**src/logic/rfs_pkg.sv**
```systemverilog
/*
  Package for the run and frequency source selector: role codes, selector
  codes, timing constants and widths. Assumes a 50 MHz single clock.
*/
package rfs_pkg;
  localparam int          CLOCK_HZ        = 50000000;
  localparam int          MIN_CLOSE_MS    = 50;
  localparam int          BOTH_ALARM_MS   = 500;
  localparam int          MIN_CLOSE_CYC   = CLOCK_HZ / 1000 * MIN_CLOSE_MS;
  localparam int          BOTH_ALARM_CYC  = CLOCK_HZ / 1000 * BOTH_ALARM_MS;
  localparam int          CNT_W           = 25;
  localparam int          FREQ_W          = 16;
  localparam int          RAMP_W          = 12;
  localparam logic [7:0]  ROLE_THREE_WIRE = 8'h1a;
  localparam logic [7:0]  ROLE_HOLD       = 8'h35;
  localparam logic [7:0]  ROLE_UP         = 8'h08;
  localparam logic [7:0]  ROLE_DOWN       = 8'h09;
  localparam logic [3:0]  INIT_3W_A       = 4'h3;
  localparam logic [3:0]  INIT_3W_B       = 4'h5;
  localparam logic [3:0]  INIT_3W_C       = 4'h7;
  localparam logic [7:0]  ROLE_FWD_RUN    = 8'h00;
  localparam logic [7:0]  ROLE_REV_RUN    = 8'h01;
  localparam logic [7:0]  ROLE_DIR_SEL    = 8'h1b;
  localparam logic [3:0]  AI2_FUNC_ADD    = 4'ha;
  localparam logic [3:0]  AI2_FUNC_AUX    = 4'h0;
  localparam logic [1:0]  PULSE_FUNC_FREQ = 2'h0;
  localparam logic [2:0]  SIG_TYPE_RESET  = 3'h1;
  localparam logic [2:0]  SIG_TYPE_MAX    = 3'h5;
  localparam logic [1:0]  LANG_MAX        = 2'h3;
  localparam logic [1:0]  LANG_RESET      = 2'h0;

  typedef enum logic [2:0] {
    RUN_KEYPAD   = 3'h0,
    RUN_TERMINAL = 3'h1,
    RUN_SERIAL   = 3'h2,
    RUN_LOGIC    = 3'h3,
    RUN_CLOCK    = 3'h4
  } rfs_run_src_e;

  typedef enum logic [3:0] {
    FSRC_KEYPAD   = 4'h0,
    FSRC_ANALOG   = 4'h1,
    FSRC_UPDOWN   = 4'h2,
    FSRC_SERIAL   = 4'h3,
    FSRC_PULSE    = 4'h4,
    FSRC_RESERVED = 4'h5,
    FSRC_CLOCK    = 4'h6,
    FSRC_AUX      = 4'h7,
    FSRC_MANUAL   = 4'h8
  } rfs_freq_src_e;

  typedef enum logic [1:0] {
    WIRE_TWO   = 2'h0,
    WIRE_THREE = 2'h1,
    WIRE_HOLD  = 2'h2
  } rfs_wire_e;
endpackage

```
**src/logic/rfs_closure_timer.sv**
```systemverilog
/*
  Closure timer for one terminal: synchronises the pin, counts consecutive
  closed samples and flags when the threshold is reached.
  Assumes the pin is asynchronous to clock.
*/
module rfs_closure_timer #(
  parameter int unsigned LIMIT = rfs_pkg::MIN_CLOSE_CYC
) (
  input  wire logic clock,
  input  wire logic rst_n,
  input  wire logic pin,
  output logic      closed,
  output logic      held
);
  logic                     syncA;
  logic [rfs_pkg::CNT_W-1:0] count;

  // two stages before any logic reads the pin
  always_ff @(posedge clock) begin
    if (!rst_n) begin
      syncA  <= 1'b0;
      closed <= 1'b0;
    end else begin
      syncA  <= pin;
      closed <= syncA;
    end
  end

  always_ff @(posedge clock) begin
    if (!rst_n || !closed) begin
      count <= '0;
      held  <= 1'b0;
    end else if (count < rfs_pkg::CNT_W'(LIMIT - 1)) begin
      count <= count + 1'b1;
    end else begin
      held <= 1'b1;
    end
  end
endmodule

```
**src/logic/rfs_source_select.sv**
```systemverilog
/*
  Run command and frequency reference source selection for a motor drive.
  Assumes terminals are asynchronous pins; all reference words arrive scaled.
*/
// Behaviour
// - role 26 on terminals three..eight enables three-wire: one runs, two stops
// - init selector 3, 5 or 7 assigns run, stop, direction roles
// - three-wire run closure shorter than 50ms is ignored
// - role 53 on terminals three..eight enables two-wire hold mode
// - hold mode needs terminal five and exactly one of terminals one, two closed 50ms
// - roles 53 and 26 together raise the role conflict error
// - run source 2 serial, 3 builtin logic, 4 real-time clock
// - language accepts 0..3 and survives initialization
// - frequency selectors decode 0..7 except reserved 5; manual pulse 8 on main only
// - keypad: operator entry on main, preset one on alternative
// - analog source uses input one, or input one plus two; signal type 0..5, default 1
// - second analog function 10 adds input two to input one
// - up/down source ramps reference while up or down alone is closed and both roles are assigned
// - pulse input is a reference only when pulse function is 0
// - serial source 3 takes the value written over the serial link
// - clock source 6 takes the real-time-clock reference
// - auxiliary source 7 uses input two if function 0, else zero
// - two-wire: one forward, two reverse, both stop plus alarm after 500ms
// - run source 0 keypad, 1 external terminals
module rfs_source_select (
  input  wire logic                  clock,
  input  wire logic                  rst_n,
  input  wire logic [7:0]            terminalPin,
  input  wire logic [2:0]            runSource,
  input  wire logic [7:0]            roleSetting [8],
  input  wire logic                  initWrite,
  input  wire logic [3:0]            initValue,
  input  wire logic                  languageWrite,
  input  wire logic [1:0]            languageValue,
  input  wire logic                  signalTypeWrite,
  input  wire logic [2:0]            signalTypeValue,
  input  wire logic [3:0]            mainSource,
  input  wire logic [3:0]            altSource,
  input  wire logic                  addAlternative,
  input  wire logic [3:0]            ai2Function,
  input  wire logic [1:0]            pulseFunction,
  input  wire logic                  keypadRun,
  input  wire logic                  keypadReverse,
  input  wire logic                  serialRun,
  input  wire logic                  serialReverse,
  input  wire logic                  logicRun,
  input  wire logic                  logicReverse,
  input  wire logic                  clockRun,
  input  wire logic                  clockReverse,
  input  wire logic [15:0]           operatorFreq,
  input  wire logic [15:0]           presetFreqOne,
  input  wire logic [15:0]           analogInputOne,
  input  wire logic [15:0]           analogInputTwo,
  input  wire logic [15:0]           serialFreq,
  input  wire logic [15:0]           pulseFreq,
  input  wire logic [15:0]           clockFreq,
  input  wire logic [15:0]           manualPulseFreq,
  input  wire logic [15:0]           maxFreq,
  output logic                       runCmd,
  output logic                       reverseCmd,
  output logic [15:0]                freqRef,
  output logic                       roleConflictError,
  output logic                       bothDirectionsAlarm,
  output logic                       sourceInvalid,
  output logic [1:0]                 language,
  output logic [2:0]                 signalType,
  output logic [7:0]                 roleOverride [3],
  output logic                       roleOverrideValid
);
  logic [7:0]                closed;
  logic [7:0]                held;
  logic                      anyThree;
  logic                      anyHold;
  logic                      anyUp;
  logic                      anyDown;
  logic                      upClosed;
  logic                      downClosed;
  logic                      latchRun;
  logic                      latchRev;
  logic                      termRun;
  logic                      termRev;
  logic                      next_run;
  logic                      next_rev;
  logic [rfs_pkg::CNT_W-1:0] bothCount;
  logic [15:0]               upDownFreq;
  logic [rfs_pkg::RAMP_W-1:0] rampTick;
  logic [15:0]               mainFreq;
  logic [15:0]               altFreq;
  logic [16:0]               total;
  logic                      mainBad;
  logic                      altBad;
  rfs_pkg::rfs_wire_e        wireMode;

  genvar g;
  generate
    for (g = 0; g < 8; g++) begin : gTimer
      rfs_closure_timer #(.LIMIT(rfs_pkg::MIN_CLOSE_CYC)) uTimer (
        .clock  (clock),
        .rst_n  (rst_n),
        .pin    (terminalPin[g]),
        .closed (closed[g]),
        .held   (held[g])
      );
    end
  endgenerate

  function automatic logic roleOnUpper(input logic [7:0] roles [8], input logic [7:0] code);
    logic hit;
    hit = 1'b0;
    for (int i = 2; i < 8; i++) begin
      hit = hit | (roles[i] == code);
    end
    return hit;
  endfunction

  function automatic logic roleAny(input logic [7:0] roles [8], input logic [7:0] code);
    logic hit;
    hit = 1'b0;
    for (int i = 0; i < 8; i++) begin
      hit = hit | (roles[i] == code);
    end
    return hit;
  endfunction

  // role decode is combinational so any change is rechecked at once
  always_comb begin
    anyThree = roleOnUpper(roleSetting, rfs_pkg::ROLE_THREE_WIRE);
    anyHold  = roleOnUpper(roleSetting, rfs_pkg::ROLE_HOLD);
    anyUp    = roleAny(roleSetting, rfs_pkg::ROLE_UP);
    anyDown  = roleAny(roleSetting, rfs_pkg::ROLE_DOWN);
    upClosed   = 1'b0;
    downClosed = 1'b0;
    for (int i = 0; i < 8; i++) begin
      upClosed   = upClosed | (closed[i] && roleSetting[i] == rfs_pkg::ROLE_UP);
      downClosed = downClosed | (closed[i] && roleSetting[i] == rfs_pkg::ROLE_DOWN);
    end
    if (anyThree && !anyHold) begin
      wireMode = rfs_pkg::WIRE_THREE;
    end else if (anyHold && !anyThree) begin
      wireMode = rfs_pkg::WIRE_HOLD;
    end else begin
      wireMode = rfs_pkg::WIRE_TWO;
    end
  end

  always_ff @(posedge clock) begin
    if (!rst_n) begin
      roleConflictError <= 1'b0;
    end else begin
      roleConflictError <= anyThree && anyHold;
    end
  end

  // initialization proposes roles; the role store lives outside
  always_ff @(posedge clock) begin
    if (!rst_n) begin
      roleOverrideValid <= 1'b0;
      roleOverride[0]   <= rfs_pkg::ROLE_FWD_RUN;
      roleOverride[1]   <= rfs_pkg::ROLE_REV_RUN;
      roleOverride[2]   <= rfs_pkg::ROLE_DIR_SEL;
    end else begin
      roleOverrideValid <= initWrite && (initValue == rfs_pkg::INIT_3W_A || initValue == rfs_pkg::INIT_3W_B
                                         || initValue == rfs_pkg::INIT_3W_C);
      roleOverride[0]   <= rfs_pkg::ROLE_FWD_RUN;
      roleOverride[1]   <= rfs_pkg::ROLE_REV_RUN;
      roleOverride[2]   <= rfs_pkg::ROLE_DIR_SEL;
    end
  end

  // language ignores initialization; out-of-range codes are dropped
  always_ff @(posedge clock) begin
    if (!rst_n) begin
      language <= rfs_pkg::LANG_RESET;
    end else if (languageWrite && languageValue <= rfs_pkg::LANG_MAX) begin
      language <= languageValue;
    end
  end

  always_ff @(posedge clock) begin
    if (!rst_n) begin
      signalType <= rfs_pkg::SIG_TYPE_RESET;
    end else if (initWrite) begin
      signalType <= rfs_pkg::SIG_TYPE_RESET;
    end else if (signalTypeWrite && signalTypeValue <= rfs_pkg::SIG_TYPE_MAX) begin
      signalType <= signalTypeValue;
    end
  end

  // three-wire: run latches after a held closure, stop (open) clears it
  always_ff @(posedge clock) begin
    if (!rst_n) begin
      latchRun <= 1'b0;
      latchRev <= 1'b0;
    end else if (wireMode == rfs_pkg::WIRE_THREE) begin
      latchRev <= closed[6];
      if (!closed[1]) begin
        latchRun <= 1'b0;
      end else if (held[0]) begin
        latchRun <= 1'b1;
      end
    end else if (wireMode == rfs_pkg::WIRE_HOLD) begin
      if (!closed[4] || (!closed[0] && !closed[1])) begin
        latchRun <= 1'b0;
      end else if (held[4] && (held[0] ^ held[1])) begin
        latchRun <= 1'b1;
        latchRev <= held[1];
      end
    end else begin
      latchRun <= 1'b0;
      latchRev <= 1'b0;
    end
  end

  always_ff @(posedge clock) begin
    if (!rst_n || wireMode != rfs_pkg::WIRE_TWO || !(closed[0] && closed[1])) begin
      bothCount           <= '0;
      bothDirectionsAlarm <= 1'b0;
    end else if (bothCount < rfs_pkg::CNT_W'(rfs_pkg::BOTH_ALARM_CYC - 1)) begin
      bothCount <= bothCount + 1'b1;
    end else begin
      bothDirectionsAlarm <= 1'b1;
    end
  end

  always_comb begin
    termRun = latchRun;
    termRev = latchRev;
    if (wireMode == rfs_pkg::WIRE_TWO) begin
      termRun = closed[0] ^ closed[1];
      termRev = closed[1] && !closed[0];
    end
    case (runSource)
      rfs_pkg::RUN_KEYPAD:   begin next_run = keypadRun; next_rev = keypadReverse; end
      rfs_pkg::RUN_TERMINAL: begin next_run = termRun;   next_rev = termRev;       end
      rfs_pkg::RUN_SERIAL:   begin next_run = serialRun; next_rev = serialReverse; end
      rfs_pkg::RUN_LOGIC:    begin next_run = logicRun;  next_rev = logicReverse;  end
      rfs_pkg::RUN_CLOCK:    begin next_run = clockRun;  next_rev = clockReverse;  end
      default:               begin next_run = 1'b0;      next_rev = 1'b0;          end
    endcase
    // raw conflict as well: the flag lags a role change by one cycle
    if (roleConflictError || (anyThree && anyHold)) begin
      next_run = 1'b0;
    end
  end

  always_ff @(posedge clock) begin
    if (!rst_n) begin
      runCmd     <= 1'b0;
      reverseCmd <= 1'b0;
    end else begin
      runCmd     <= next_run;
      reverseCmd <= next_rev;
    end
  end

  // up/down ramp: one step per tick; needs both roles assigned
  always_ff @(posedge clock) begin
    if (!rst_n) begin
      rampTick   <= '0;
      upDownFreq <= '0;
    end else begin
      rampTick <= rampTick + 1'b1;
      if (rampTick == '1 && anyUp && anyDown) begin
        if (upClosed && !downClosed && upDownFreq < maxFreq) begin
          upDownFreq <= upDownFreq + 1'b1;
        end else if (downClosed && !upClosed && upDownFreq != '0) begin
          upDownFreq <= upDownFreq - 1'b1;
        end
      end
    end
  end

  function automatic logic [15:0] pickFreq(input logic [3:0] src, input logic [15:0] keypadVal, output logic bad);
    logic [16:0] sum;
    sum = {1'b0, analogInputOne} + {1'b0, analogInputTwo};
    bad = 1'b0;
    case (src)
      rfs_pkg::FSRC_KEYPAD: pickFreq = keypadVal;
      rfs_pkg::FSRC_ANALOG: pickFreq = (ai2Function == rfs_pkg::AI2_FUNC_ADD)
                                       ? (sum[16] ? 16'hffff : sum[15:0]) : analogInputOne;
      rfs_pkg::FSRC_UPDOWN: pickFreq = (anyUp && anyDown) ? upDownFreq : 16'h0000;
      rfs_pkg::FSRC_SERIAL: pickFreq = serialFreq;
      rfs_pkg::FSRC_PULSE:  pickFreq = (pulseFunction == rfs_pkg::PULSE_FUNC_FREQ) ? pulseFreq : 16'h0000;
      rfs_pkg::FSRC_CLOCK:  pickFreq = clockFreq;
      rfs_pkg::FSRC_AUX:    pickFreq = (ai2Function == rfs_pkg::AI2_FUNC_AUX) ? analogInputTwo : 16'h0000;
      rfs_pkg::FSRC_MANUAL: pickFreq = manualPulseFreq;
      default: begin
        pickFreq = 16'h0000;
        bad      = 1'b1;
      end
    endcase
  endfunction

  always_comb begin
    mainFreq = pickFreq(mainSource, operatorFreq, mainBad);
    altFreq  = pickFreq(altSource, presetFreqOne, altBad);
    if (altSource == rfs_pkg::FSRC_MANUAL) begin
      altFreq = 16'h0000;
      altBad  = 1'b1;
    end
    total = {1'b0, mainFreq} + (addAlternative ? {1'b0, altFreq} : 17'h00000);
  end

  always_ff @(posedge clock) begin
    if (!rst_n) begin
      freqRef       <= '0;
      sourceInvalid <= 1'b0;
    end else begin
      freqRef       <= total[16] ? 16'hffff : total[15:0];
      sourceInvalid <= mainBad || (addAlternative && altBad);
    end
  end
endmodule

```
**config.mk**
```make
export PLATFORM = sky130hd
export DESIGN_NAME = rfs_source_select
export DESIGN_NICKNAME = d
export VERILOG_FILES = /design/src/logic/rfs_pkg.sv /design/src/logic/rfs_closure_timer.sv /design/src/logic/rfs_source_select.sv
export SDC_FILE = /design/constraint.sdc
export NUM_CORES = 1
export LEC_CHECK = 0
export ABC_AREA = 1
export BUFFER_PORTS_ARGS = -buffer_cell sky130_fd_sc_hd__buf_2
export CORE_MARGIN = 3
export CORE_UTILIZATION = 60
export DETAILED_ROUTE_END_ITERATION = 16
export GPL_TIMING_DRIVEN = 1
export PLACE_DENSITY = 0.84
export SYNTH_ARGS = -nofsm -noshare
export SYNTH_HDL_FRONTEND = slang
export SYNTH_SLANG_ARGS = --single-unit
```
**constraint.sdc**
```tcl
create_clock -name clock -period 10.1 [get_ports clock]
set_input_delay 1.01 -clock clock [delete_from_list [all_inputs] [get_ports clock]]
set_output_delay 1.01 -clock clock [all_outputs]
set_load 0.05 [all_outputs]
```
==> out/qor.yml, run 1 <==
clkPwrFrac_pct: 40.2
vias: 16500
cts-root-buf: "clkbuf_16"
maxCapViolations: 0
via_per_inst: 6.00
fp.dieW_um: 157
grt_overflow_total: 0
setup_violations: 0
numCtsBuffers: 17
swShare_pct: 32.9
finalSetupTns_ns: 0
clkTransAtPathRegs_ns: 0.09
hold_buffers: 0
grt_pass1_wl_um: 77300
net-switching-power_uw: 565
multi_input_area_um2: 8630
reg2reg_slack_ns: 6.01
layout_commonest_cell: "nand2_1"
dpl-instance-area_um2: 15300
gp_congestion: 1.05
r2r_cells: 19
yosys_warnings: 0
place_inst: 2711
ctsResizeCount: 0
report.final.slew_viol_count: 0
io_buffers: 282
grt_use_total_pct: 39.1
ant_nets: 0
max_slew_margin_pct: 15.5
rsz0062_at_grt: "no"
wl_met2_um: 22300
end_kind: "flop"
dpl.hpwl_um: 39100
fin_nets: 2781
start_util_pct: 62.0
drive_gt1_share_pct: 15.1
finalCritPeriodShare_pct: 47.5
die_y_um: 157
fill_cells: 1885
rr_endpoint: "upDownFreq[15]$_SDFFE_PN0P_"
yosys.cell_types.count: 68
worstSetupPathType: "input port to flop"
top_layer_used: "met5"
avgSynthCellArea_um2: 6.28
p_per_area_nw_per_um2: 108
die_area_um2: 24800
syn2layout_area_growth_pct: 15.8
netlist_instances: 2187
fin_util_pct: 71.8
clock_path_buffers: 2
yosysSeqAreaShare_pct: 25.6
crit_fanout: 16
fin_area_um2: 15900
drt-initial-drc-count: 1873
power.share.sequential_pct: 41.6
io_pins: 307
internal_power_uw: 1150
post-cts-setup-buffers: 0
required_ns: 10.44
cp.arrival_ns: 5.14
cts_tree: "built"
instances_no_fill: 2745
rr_startpoint: "upDownFreq[11]$_SDFFE_PN0P_"
worstHoldPathCells: 2
wl_um: 49900
coreArea_um2: 22200
clock_skew_ns: 0.0172
antenna_found_initial: 3
finalHoldViolations: 0
comb_power_share_pct: 18.2
met3_length_um: 5180
grt_start_max_net_pins: 53
clkLatencyLatePin_ns: 0.45
hold_class: "flop to flop"
synth-seq-cells: 176
ys_async_sr_fraction_pct: 0
synth_ff_type: "dfxtp_1"
grt_pass1_vias: 15100
p_leak_uw: 0.00735
htreeDepth: 4
hp-start: "gTimer[0].uTimer.syncA$_SDFF_PN0_"
route.detailed.drc: 0
layout_common_cells: "nand2_1, inv_1, buf_2"
fmax_ghz: 0.208
startpoint_type: "input port"
wl_met1_um: 19500
wire_per_inst_um: 18.2
rows: 54
clock-sinks: 176
syn_area_um2: 13700
p_total_uw: 1710
worstMarginPinSlew_ns: 1.26
synth_edf_count: 0
dr.pass1.iters: 6
area.sequential_um2: 3520
period_needed_ns: 4.80
hold_end: "gTimer[0].uTimer.closed$_SDFF_PN0_"
ir_worst_vdd_mv: 0.0899
outcome: "completed"
==> registers in the layout (all words and copies together), names as in the netlist, 2 cells and up <==
register and count:
bothCount 25, freqRef 16, gTimer.uTimer.closed 8, gTimer.uTimer.count 75, gTimer.uTimer.held 3, gTimer.uTimer.syncA 8, language 2, rampTick 12
signalType 3, upDownFreq 16
==> cell type report <==
| cell class | count | share of cell area [%] |
|---|---|---|
| multi-input combinational | 1618 | 54.2 |
| sequential | 176 | 22.1 |
| timing repair buffer | 291 | 9.29 |
| inverter | 346 | 8.19 |
| clock buffer | 17 | 2.67 |
| tap | 280 | 2.20 |
| clock inverter | 15 | 1.28 |
| antenna | 2 | 0.0314 |
==> synth_stat cells, drive strengths merged, types with 3 or more instances <==
library cell	instances	area (um^2)
o211ai	6	45.0
a211oi	8	65.1
nor3b	6	50.1
clkbuf	30	114
a2111oi	8	70.1
a21oi	165	856
buf	39	265
a32oi	6	52.6
a221oi	7	61.3
nor4	31	194
ha	72	901
o21a	7	52.6
dfxtp	176	3520
o22ai	9	56.3
o41ai	3	26.3
o31ai	5	37.5
o2111ai	12	105
nand3	155	781
or2	21	134
nand2	454	1710
fa	3	60.1
inv	341	1280
nor3	73	365
a31oi	19	119
o311ai	9	78.8
a21boi	3	22.5
xor2	25	219
xnor2	24	210
o21bai	4	30.0
clkinv	5	23.8
nand3b	6	57.6
nand4	63	400
nor2	231	887
a21o	6	45.0
o21ai	133	669
and3	8	50.1
==> worst max-delay path, cell delays in order <==
cell and delay (ns):
buf_2 0.11, ha_1 0.22, fa_1 0.41, nand3_1 0.10
nand3_1 0.19, nand3_1 0.13, nand2_1 0.12, a21oi_4 0.46
nand2_1 0.15, nand3_1 0.10, o311ai_0 0.13, nand2_1 0.09
inv_1 0.04, ha_1 0.20, fa_1 0.40, nand2_1 0.08
inv_1 0.05, nand2_1 0.05, nand2_1 0.10, a21oi_1 0.22
o21ai_1 0.12, nand3_1 0.09, nand2_1 0.18, inv_2 0.19
nand3_1 0.09, nand2_1 0.06, inv_1 0.04
==> power by group through the flow <==
stage / Sequential (uW) / Combinational, uW / Clock [uW]
floorplan: 751 / 161 / 0
global placement: 729 / 299 / 0
detailed placement: 730 / 301 / 0
CTS: 713 / 304 / 692
global route: 714 / 336 / 719
finish: 714 / 312 / 689
==> metrics by stage <==
stage                     hold WS (ns)  setup slack [ns]
after floorplan                  0.390              5.72
after global placement           0.392              5.10
after detailed placement         0.397              4.96
after CTS                        0.411              5.41
after global routing             0.447              4.93
final                            0.410              5.30
==> cells by family (layout without fill, tap and decap cells) <==
group	after synthesis	in the layout	share of synthesized area (%)
AOI/OAI and AO/OA	419	419	18.0
adders and majority gates	75	75	6.99
and+or+nand+nor	1049	1049	33.8
xor gates and xnor gates	49	49	3.12
DFF	176	176	25.6
buffers and inverters	415	669	12.2
other	2	26	0.0546
muxes	2	2	0.164
==> worst max-delay path by stage <==
stage                                  end  slack, ns  cells after the start              start
floorplan           freqRef[15]$_SDFF_PN0_       5.72                     25  analogInputOne[0]
global placement    freqRef[14]$_SDFF_PN0_       5.10                     27  analogInputOne[0]
detailed placement  freqRef[14]$_SDFF_PN0_       4.96                     27  analogInputOne[0]
CTS                 freqRef[14]$_SDFF_PN0_       5.41                     27  analogInputOne[0]
global route        freqRef[14]$_SDFF_PN0_       4.93                     27  analogInputOne[0]
finish              freqRef[14]$_SDFF_PN0_       5.30                     27  analogInputOne[0]
==> metal layers <==
metal  track usage, %  up-vias
met3             7.01      204
met4             20.9        2
met2             62.9     1013
met5                0        -
li1                 -     7810
met1             49.8     7445
No activity file was read; power rests on OpenSTA's default activity.
==> inputs of run 2 (changes only) <==
- CORE_UTILIZATION: 60 -> 56
- PLACE_DENSITY: 0.84 -> 0.79
- clock period: 10.1 -> 4.75 ns (I/O delays scaled with it)
==> run 2 against run 1 <==
Core utilization decreased by 4.7 points. Sequential cell count is the same. Routed wire length decreased by 3.2%. Die area is 6.9% higher. Register-to-register slack worse by 5.2 ns. Sequential power grew 110%. First-iteration DRC count decreased by 6.0%. Sequential share of layout area fell by 0.12 points. Cell area increased by 0.53%. Clock skew decreased by 0.00087 ns. Critical path type is now flop to flop. Critical endpoint is now upDownFreq[15]$_SDFFE_PN0P_.
==> out/qor.yml, run 2 (same netlist as run 1, synthesis figures left out) <==
ant_nets: 0
cts-root-buf: "clkbuf_16"
numCtsBuffers: 17
clkTransAtPathRegs_ns: 0.08
grt_pass1_wl_um: 75900
syn2layout_area_growth_pct: 16.4
grt_pass1_vias: 15000
antenna_cells: 0
ctsResizeCount: 0
finalCritPeriodShare_pct: 83.9
gp_congestion: 1.08
p_leak_uw: 0.00737
io_buffers: 282
maxCapViolations: 0
route.detailed.drc: 0
max_slew_margin_pct: 38.4
layout_common_cells: "nand2_1, inv_1, buf_2"
required_ns: 5.09
clkLatencyLatePin_ns: 0.45
path_delay_family: "simple AND/OR/NAND/NOR gates"
worst_slack_ns: 0.766
die_y_um: 163
top_regs: "gTimer.uTimer.count x75, bothCount x25"
post-cts-setup-buffers: 0
io_pins: 307
fp.dieW_um: 163
clock_skew_ns: 0.0163
cp.arrival_ns: 4.33
ir_worst_vdd_mv: 0.241
finalSetupTns_ns: 0
rr_endpoint: "upDownFreq[15]$_SDFFE_PN0P_"
clock_path_buffers: 2
startpoint_type: "flop"
period_needed_ns: 3.98
htreeDepth: 4
layout_commonest_cell: "nand2_1"
clock-sinks: 176
drt-initial-drc-count: 1761
crit_chain: "ha_1 > a21oi_1 > nor2_1 > nor2_1 > nand3_1 > a21oi_1 > nand3_2 > ha_1 > a21oi_1 > o21bai_1 > a21oi_1 > nand2_1 > a21oi_1 > nand4_1 > nand3_1 > nor2_1 > nor2_1 > nor2_1"
dr.pass1.iters: 6
antenna_found_initial: 0
startpoint: "upDownFreq[13]$_SDFFE_PN0P_"
hold_class: "input port to flop"
top_register: "gTimer.uTimer.count"
max_stage_delay_ns: 0.57
finalHoldViolations: 0
grt_overflow_total: 0
report.final.slew_viol_count: 0
end_kind: "flop"
outcome: "completed"
setup_violations: 0
grt_start_max_net_pins: 57
worstMarginPinSlew_ns: 0.917
cp.depth: 18
fin_nets: 2786
vias: 16000
fill_cells: 2222
fin_util_pct: 67.2
hold_buffers: 0
crit_fanout: 18
largest_reg_flops: 75
r2r_cells: 18
worstSetupPathType: "flop to flop"
grt_use_total_pct: 35.5
fmax_ghz: 0.251
p_per_area_nw_per_um2: 228
rsz0062_at_grt: "no"
path_buf_inv: 0
start_util_pct: 57.7
cts_tree: "built"
reg2reg_slack_ns: 0.77
post-place-ws_ns: 0.370
drive_gt1_share_pct: 15.3
dpl.hpwl_um: 38700
rows: 56
die_area_um2: 26500
worst_path_max_delay_cell: "dfxtp_1"
endpoint: "upDownFreq[15]$_SDFFE_PN0P_"
wl_um: 48300
coreArea_um2: 23800
rr_startpoint: "upDownFreq[13]$_SDFFE_PN0P_"
via_per_inst: 5.74
wire_per_inst_um: 17.3
==> run 2: worst reg2reg max path, cell delays in order (launching register included) <==
cell and delay (ns):
dfxtp_1 0.57, ha_1 0.33, a21oi_1 0.13, nor2_1 0.05, nor2_1 0.09, nand3_1 0.08
a21oi_1 0.35, nand3_2 0.50, ha_1 0.50, a21oi_1 0.26, o21bai_1 0.10, a21oi_1 0.14
nand2_1 0.07, a21oi_1 0.26, nand4_1 0.19, nand3_1 0.11, nor2_1 0.05, nor2_1 0.08
nor2_1 0.06
==> run 2: layer usage <==
layer / GRT usage, % / vias to the layer above / wire length (um)
met5: 0 / - / 0
met4: 14.2 / 0 / 2060
met3: 5.93 / 136 / 4240
met2: 58.7 / 847 / 21700
met1: 46.4 / 7193 / 20300
li1: - / 7811 / -
==> run 2: final cells by class <==
| type | count | area (um^2) | share of cell area [%] |
|---|---|---|---|
| Multi-Input combinational cell | 1618 | 8630 | 53.9 |
| Sequential cell | 176 | 3520 | 22.0 |
| Timing Repair Buffer | 296 | 1520 | 9.48 |
| Inverter | 346 | 1300 | 8.15 |
| Clock buffer | 17 | 425 | 2.66 |
| Tap cell | 319 | 399 | 2.49 |
| Clock inverter | 15 | 208 | 1.30 |
==> run 2: per-stage QoR <==
stage,cells,hold WS [ns],power [uW],area (um^2)
finish,2787,0.202,3650,16000
global route,2787,0.204,3780,16000
CTS,2787,0.191,3650,16000
detailed placement,2755,0.398,2190,15400
global placement,2755,0.397,2190,15400
floorplan,2209,0.390,1940,13800
==> run 2: worst min-delay path by stage <==
stage | startpoint | end | slack, ns | cells after the start
floorplan | gTimer[0].uTimer.syncA$_SDFF_PN0_ | gTimer[0].uTimer.closed$_SDFF_PN0_ | 0.39 | 2
global placement | gTimer[0].uTimer.syncA$_SDFF_PN0_ | gTimer[0].uTimer.closed$_SDFF_PN0_ | 0.40 | 2
detailed placement | gTimer[0].uTimer.syncA$_SDFF_PN0_ | gTimer[0].uTimer.closed$_SDFF_PN0_ | 0.40 | 2
CTS | initValue[3] | roleOverrideValid$_SDFF_PN0_ | 0.19 | 2
global route | initValue[3] | roleOverrideValid$_SDFF_PN0_ | 0.20 | 2
finish | initValue[3] | roleOverrideValid$_SDFF_PN0_ | 0.20 | 2
==> run 2: power breakdown <==
group | switching (uW) | total [uW] | internal [uW]
Sequential | 15.7 | 1510 | 1500
Combinational | 445 | 663 | 218
Clock | 743 | 1470 | 726
Total | 1200 | 3650 | 2440
==> inputs of run 3 (changes only) <==
- ABC_AREA: 1 -> 0
- CORE_UTILIZATION: 56 -> 49
- PLACE_DENSITY: 0.79 -> 0.75
- clock period: 4.75 -> 3.5 ns (I/O delays scaled with it)
==> run 3 against run 2 <==
The flow now finishes with violations (setup timing). Core utilization increased by 5.0 points. Combinational power increased by 58%. Total power increased by 37%. Largest cell class unchanged. Largest power group unchanged.
==> out/qor.yml, run 3 <==
clkLatencyLatePin_ns: 0.44
max_stage_delay_ns: 0.55
syn_area_um2: 12100
grt_pass1_wl_um: 70500
die_area_um2: 26600
ys_async_sr_fraction_pct: 0
grt_overflow_total: 0
whs_ns: 0.131
synth_ff_type: "dfxtp_1"
synth_area_leaders: "dfxtp_1, ha_1, nor2_1"
p_leak_uw: 0.00762
synth_edf_count: 0
layout_common_cells: "buf_2, buf_4, dfxtp_1"
net-switching-power_uw: 1470
route.detailed.drc: 0
startpoint: "roleSetting[9]"
rows: 56
dr.pass1.iters: 10
worstSetupPathType: "input port to flop"
via_per_inst: 5.97
htreeDepth: 4
yosys.cell_types.count: 80
top_register: "gTimer.uTimer.count"
finalSetupTns_ns: -6.52
drive_gt1_share_pct: 35.7
rr_startpoint: "upDownFreq[6]$_SDFFE_PN0P_"
internal_power_uw: 3520
outcome: "complete, but fails checks"
clock-sinks: 176
clock_path_buffers: 2
largest_reg_flops: 75
yosys.area.top_type: "dfxtp_1"
drt-initial-drc-count: 1198
cts-root-buf: "clkbuf_16"
cp.arrival_ns: 4.27
worstMarginPinSlew_ns: 0.786
fin_area_um2: 17300
startpoint_type: "input port"
numCtsBuffers: 17
yosysSeqAreaShare_pct: 29.1
gp_congestion: 1.00
synth.top_cells.by_count: "dfxtp_1, nor2_1, a21oi_1"
start_util_pct: 50.7
dpl-instance-area_um2: 15800
netlist_instances: 1505
wl_um: 46600
rsz0062_at_grt: "yes"
report.final.slew_viol_count: 0
syn2layout_area_growth_pct: 42.5
period_needed_ns: 3.93
maxCapViolations: 0
avgSynthCellArea_um2: 8.04
layout_commonest_cell: "buf_2"
top_regs: "gTimer.uTimer.count x75, bothCount x25"
place_inst: 2309
dpl.hpwl_um: 36100
ir_worst_vdd_mv: 0.333
io_pins: 307
worst_slack_ns: -0.426
clock_skew_ns: 0.0214
synth-seq-cells: 176
finalCritPeriodShare_pct: 112
wire_per_inst_um: 19.7
grt_start_max_net_pins: 33
fmax_ghz: 0.255
finalHoldViolations: 0
fin_nets: 2369
fp.dieW_um: 163
path_common_cell: "a21o_1"
clkTransAtPathRegs_ns: 0.08
vias: 14200
crit_fanout: 5
fin_util_pct: 72.2
end_kind: "flop"
power.share.sequential_pct: 41.0
instances_no_fill: 2373
ant_nets: 0
swShare_pct: 29.5
io_buffers: 282
clkPwrFrac_pct: 38.0
hp-start: "signalTypeValue[0]"
crit_chain: "buf_6 > or4_4 > nor3_4 > buf_4 > a22o_1 > nor4_4 > and4bb_4 > nand2_4 > fa_2 > a21o_1 > a21o_1 > a21oi_4 > nor3b_2 > o31a_1 > o21ai_1 > or4b_1 > a21oi_1"
yosys_warnings: 0
die_y_um: 163
comb_power_share_pct: 21.0
required_ns: 3.85
yosysMostFrequentCell: "dfxtp_1"
coreArea_um2: 23900
antenna_found_initial: 2
max_slew_margin_pct: 47.5
worst_path_max_delay_cell: "or4_4"
p_per_area_nw_per_um2: 289
hold_class: "input port to flop"
grt_use_total_pct: 33.0
synth_top_area_share_pct: 29.1
cts_tree: "built"
setup_violations: 22
violations: "setup timing"
grt_pass1_vias: 13900
run 3: critical path: cells and delay by family:
family | cells | cell delay [ns]
and+or+nand+nor | 7 | 1.88
AOI/OAI and AO/OA | 7 | 1.39
adders and majority gates | 1 | 0.38
buffers and inverters | 2 | 0.25
run 3: stage by stage:
stage	worst slack [ns]	power [uW]
after floorplan	-0.780	2570
after global placement	-0.893	3050
after detailed placement	-1.03	3050
after CTS	-0.440	4970
after global routing	-0.570	5160
final	-0.426	4990
run 3: power by group through the flow:
stage | clock network [uW] | registers (uW) | logic (uW)
detailed placement | 0 | 2090 | 960
global placement | 0 | 2090 | 953
finish | 1900 | 2050 | 1050
global route | 1990 | 2050 | 1120
CTS | 1910 | 2050 | 1010
floorplan | 0 | 2150 | 420
run 3: final timing paths:
path,slack [ns],endpoint,cells after the start
setup reg to reg,-0.40,upDownFreq[14]$_SDFFE_PN0P_,17
hold / removal,0.13,signalType[0]$_SDFFE_PP1P_,2
setup / recovery,-0.43,upDownFreq[14]$_SDFFE_PN0P_,17
hold reg to reg,0.43,runCmd$_SDFF_PP0_,1
run 3: cell type report:
type	instances	area, um^2
tap	319	399
clock inverter	14	149
inverter	62	233
fill	1870	6640
multi-input combinational	1211	8800
antenna	3	7.51
timing repair buffer	570	3700
sequential	176	3530
clock buffer	18	439
run 3: kinds of logic after synthesis:
| group | synth area share (%) |
|---|---|
| buf+inv | 5.31 |
| other cells | 0.0620 |
| flops | 29.1 |
| compound gates | 25.4 |
| mux | 0.837 |
| xor+xnor | 7.23 |
| fa+ha+maj | 7.94 |
| simple gates | 24.1 |
run 3: metal layers:
layer / track usage (%) / part of all wire, % / up-vias / wire, um
li1: - / - / 6674 / -
met1: 39.8 / 39 / 6584 / 18200
met2: 56.9 / 48 / 744 / 22300
met3: 4.67 / 7.5 / 156 / 3480
met4: 17.0 / 5.7 / 0 / 2680
met5: 0 / 0 / - / 0
run 3: repair_timing:
action | CTS | global route
pin swaps | 52 | 46
setup endpoints to repair | 22 | 25
gates resized for setup | 63 | 60
hold buffers | 0 | 0
setup buffers | 21 | 12
cloned | 2 | 0
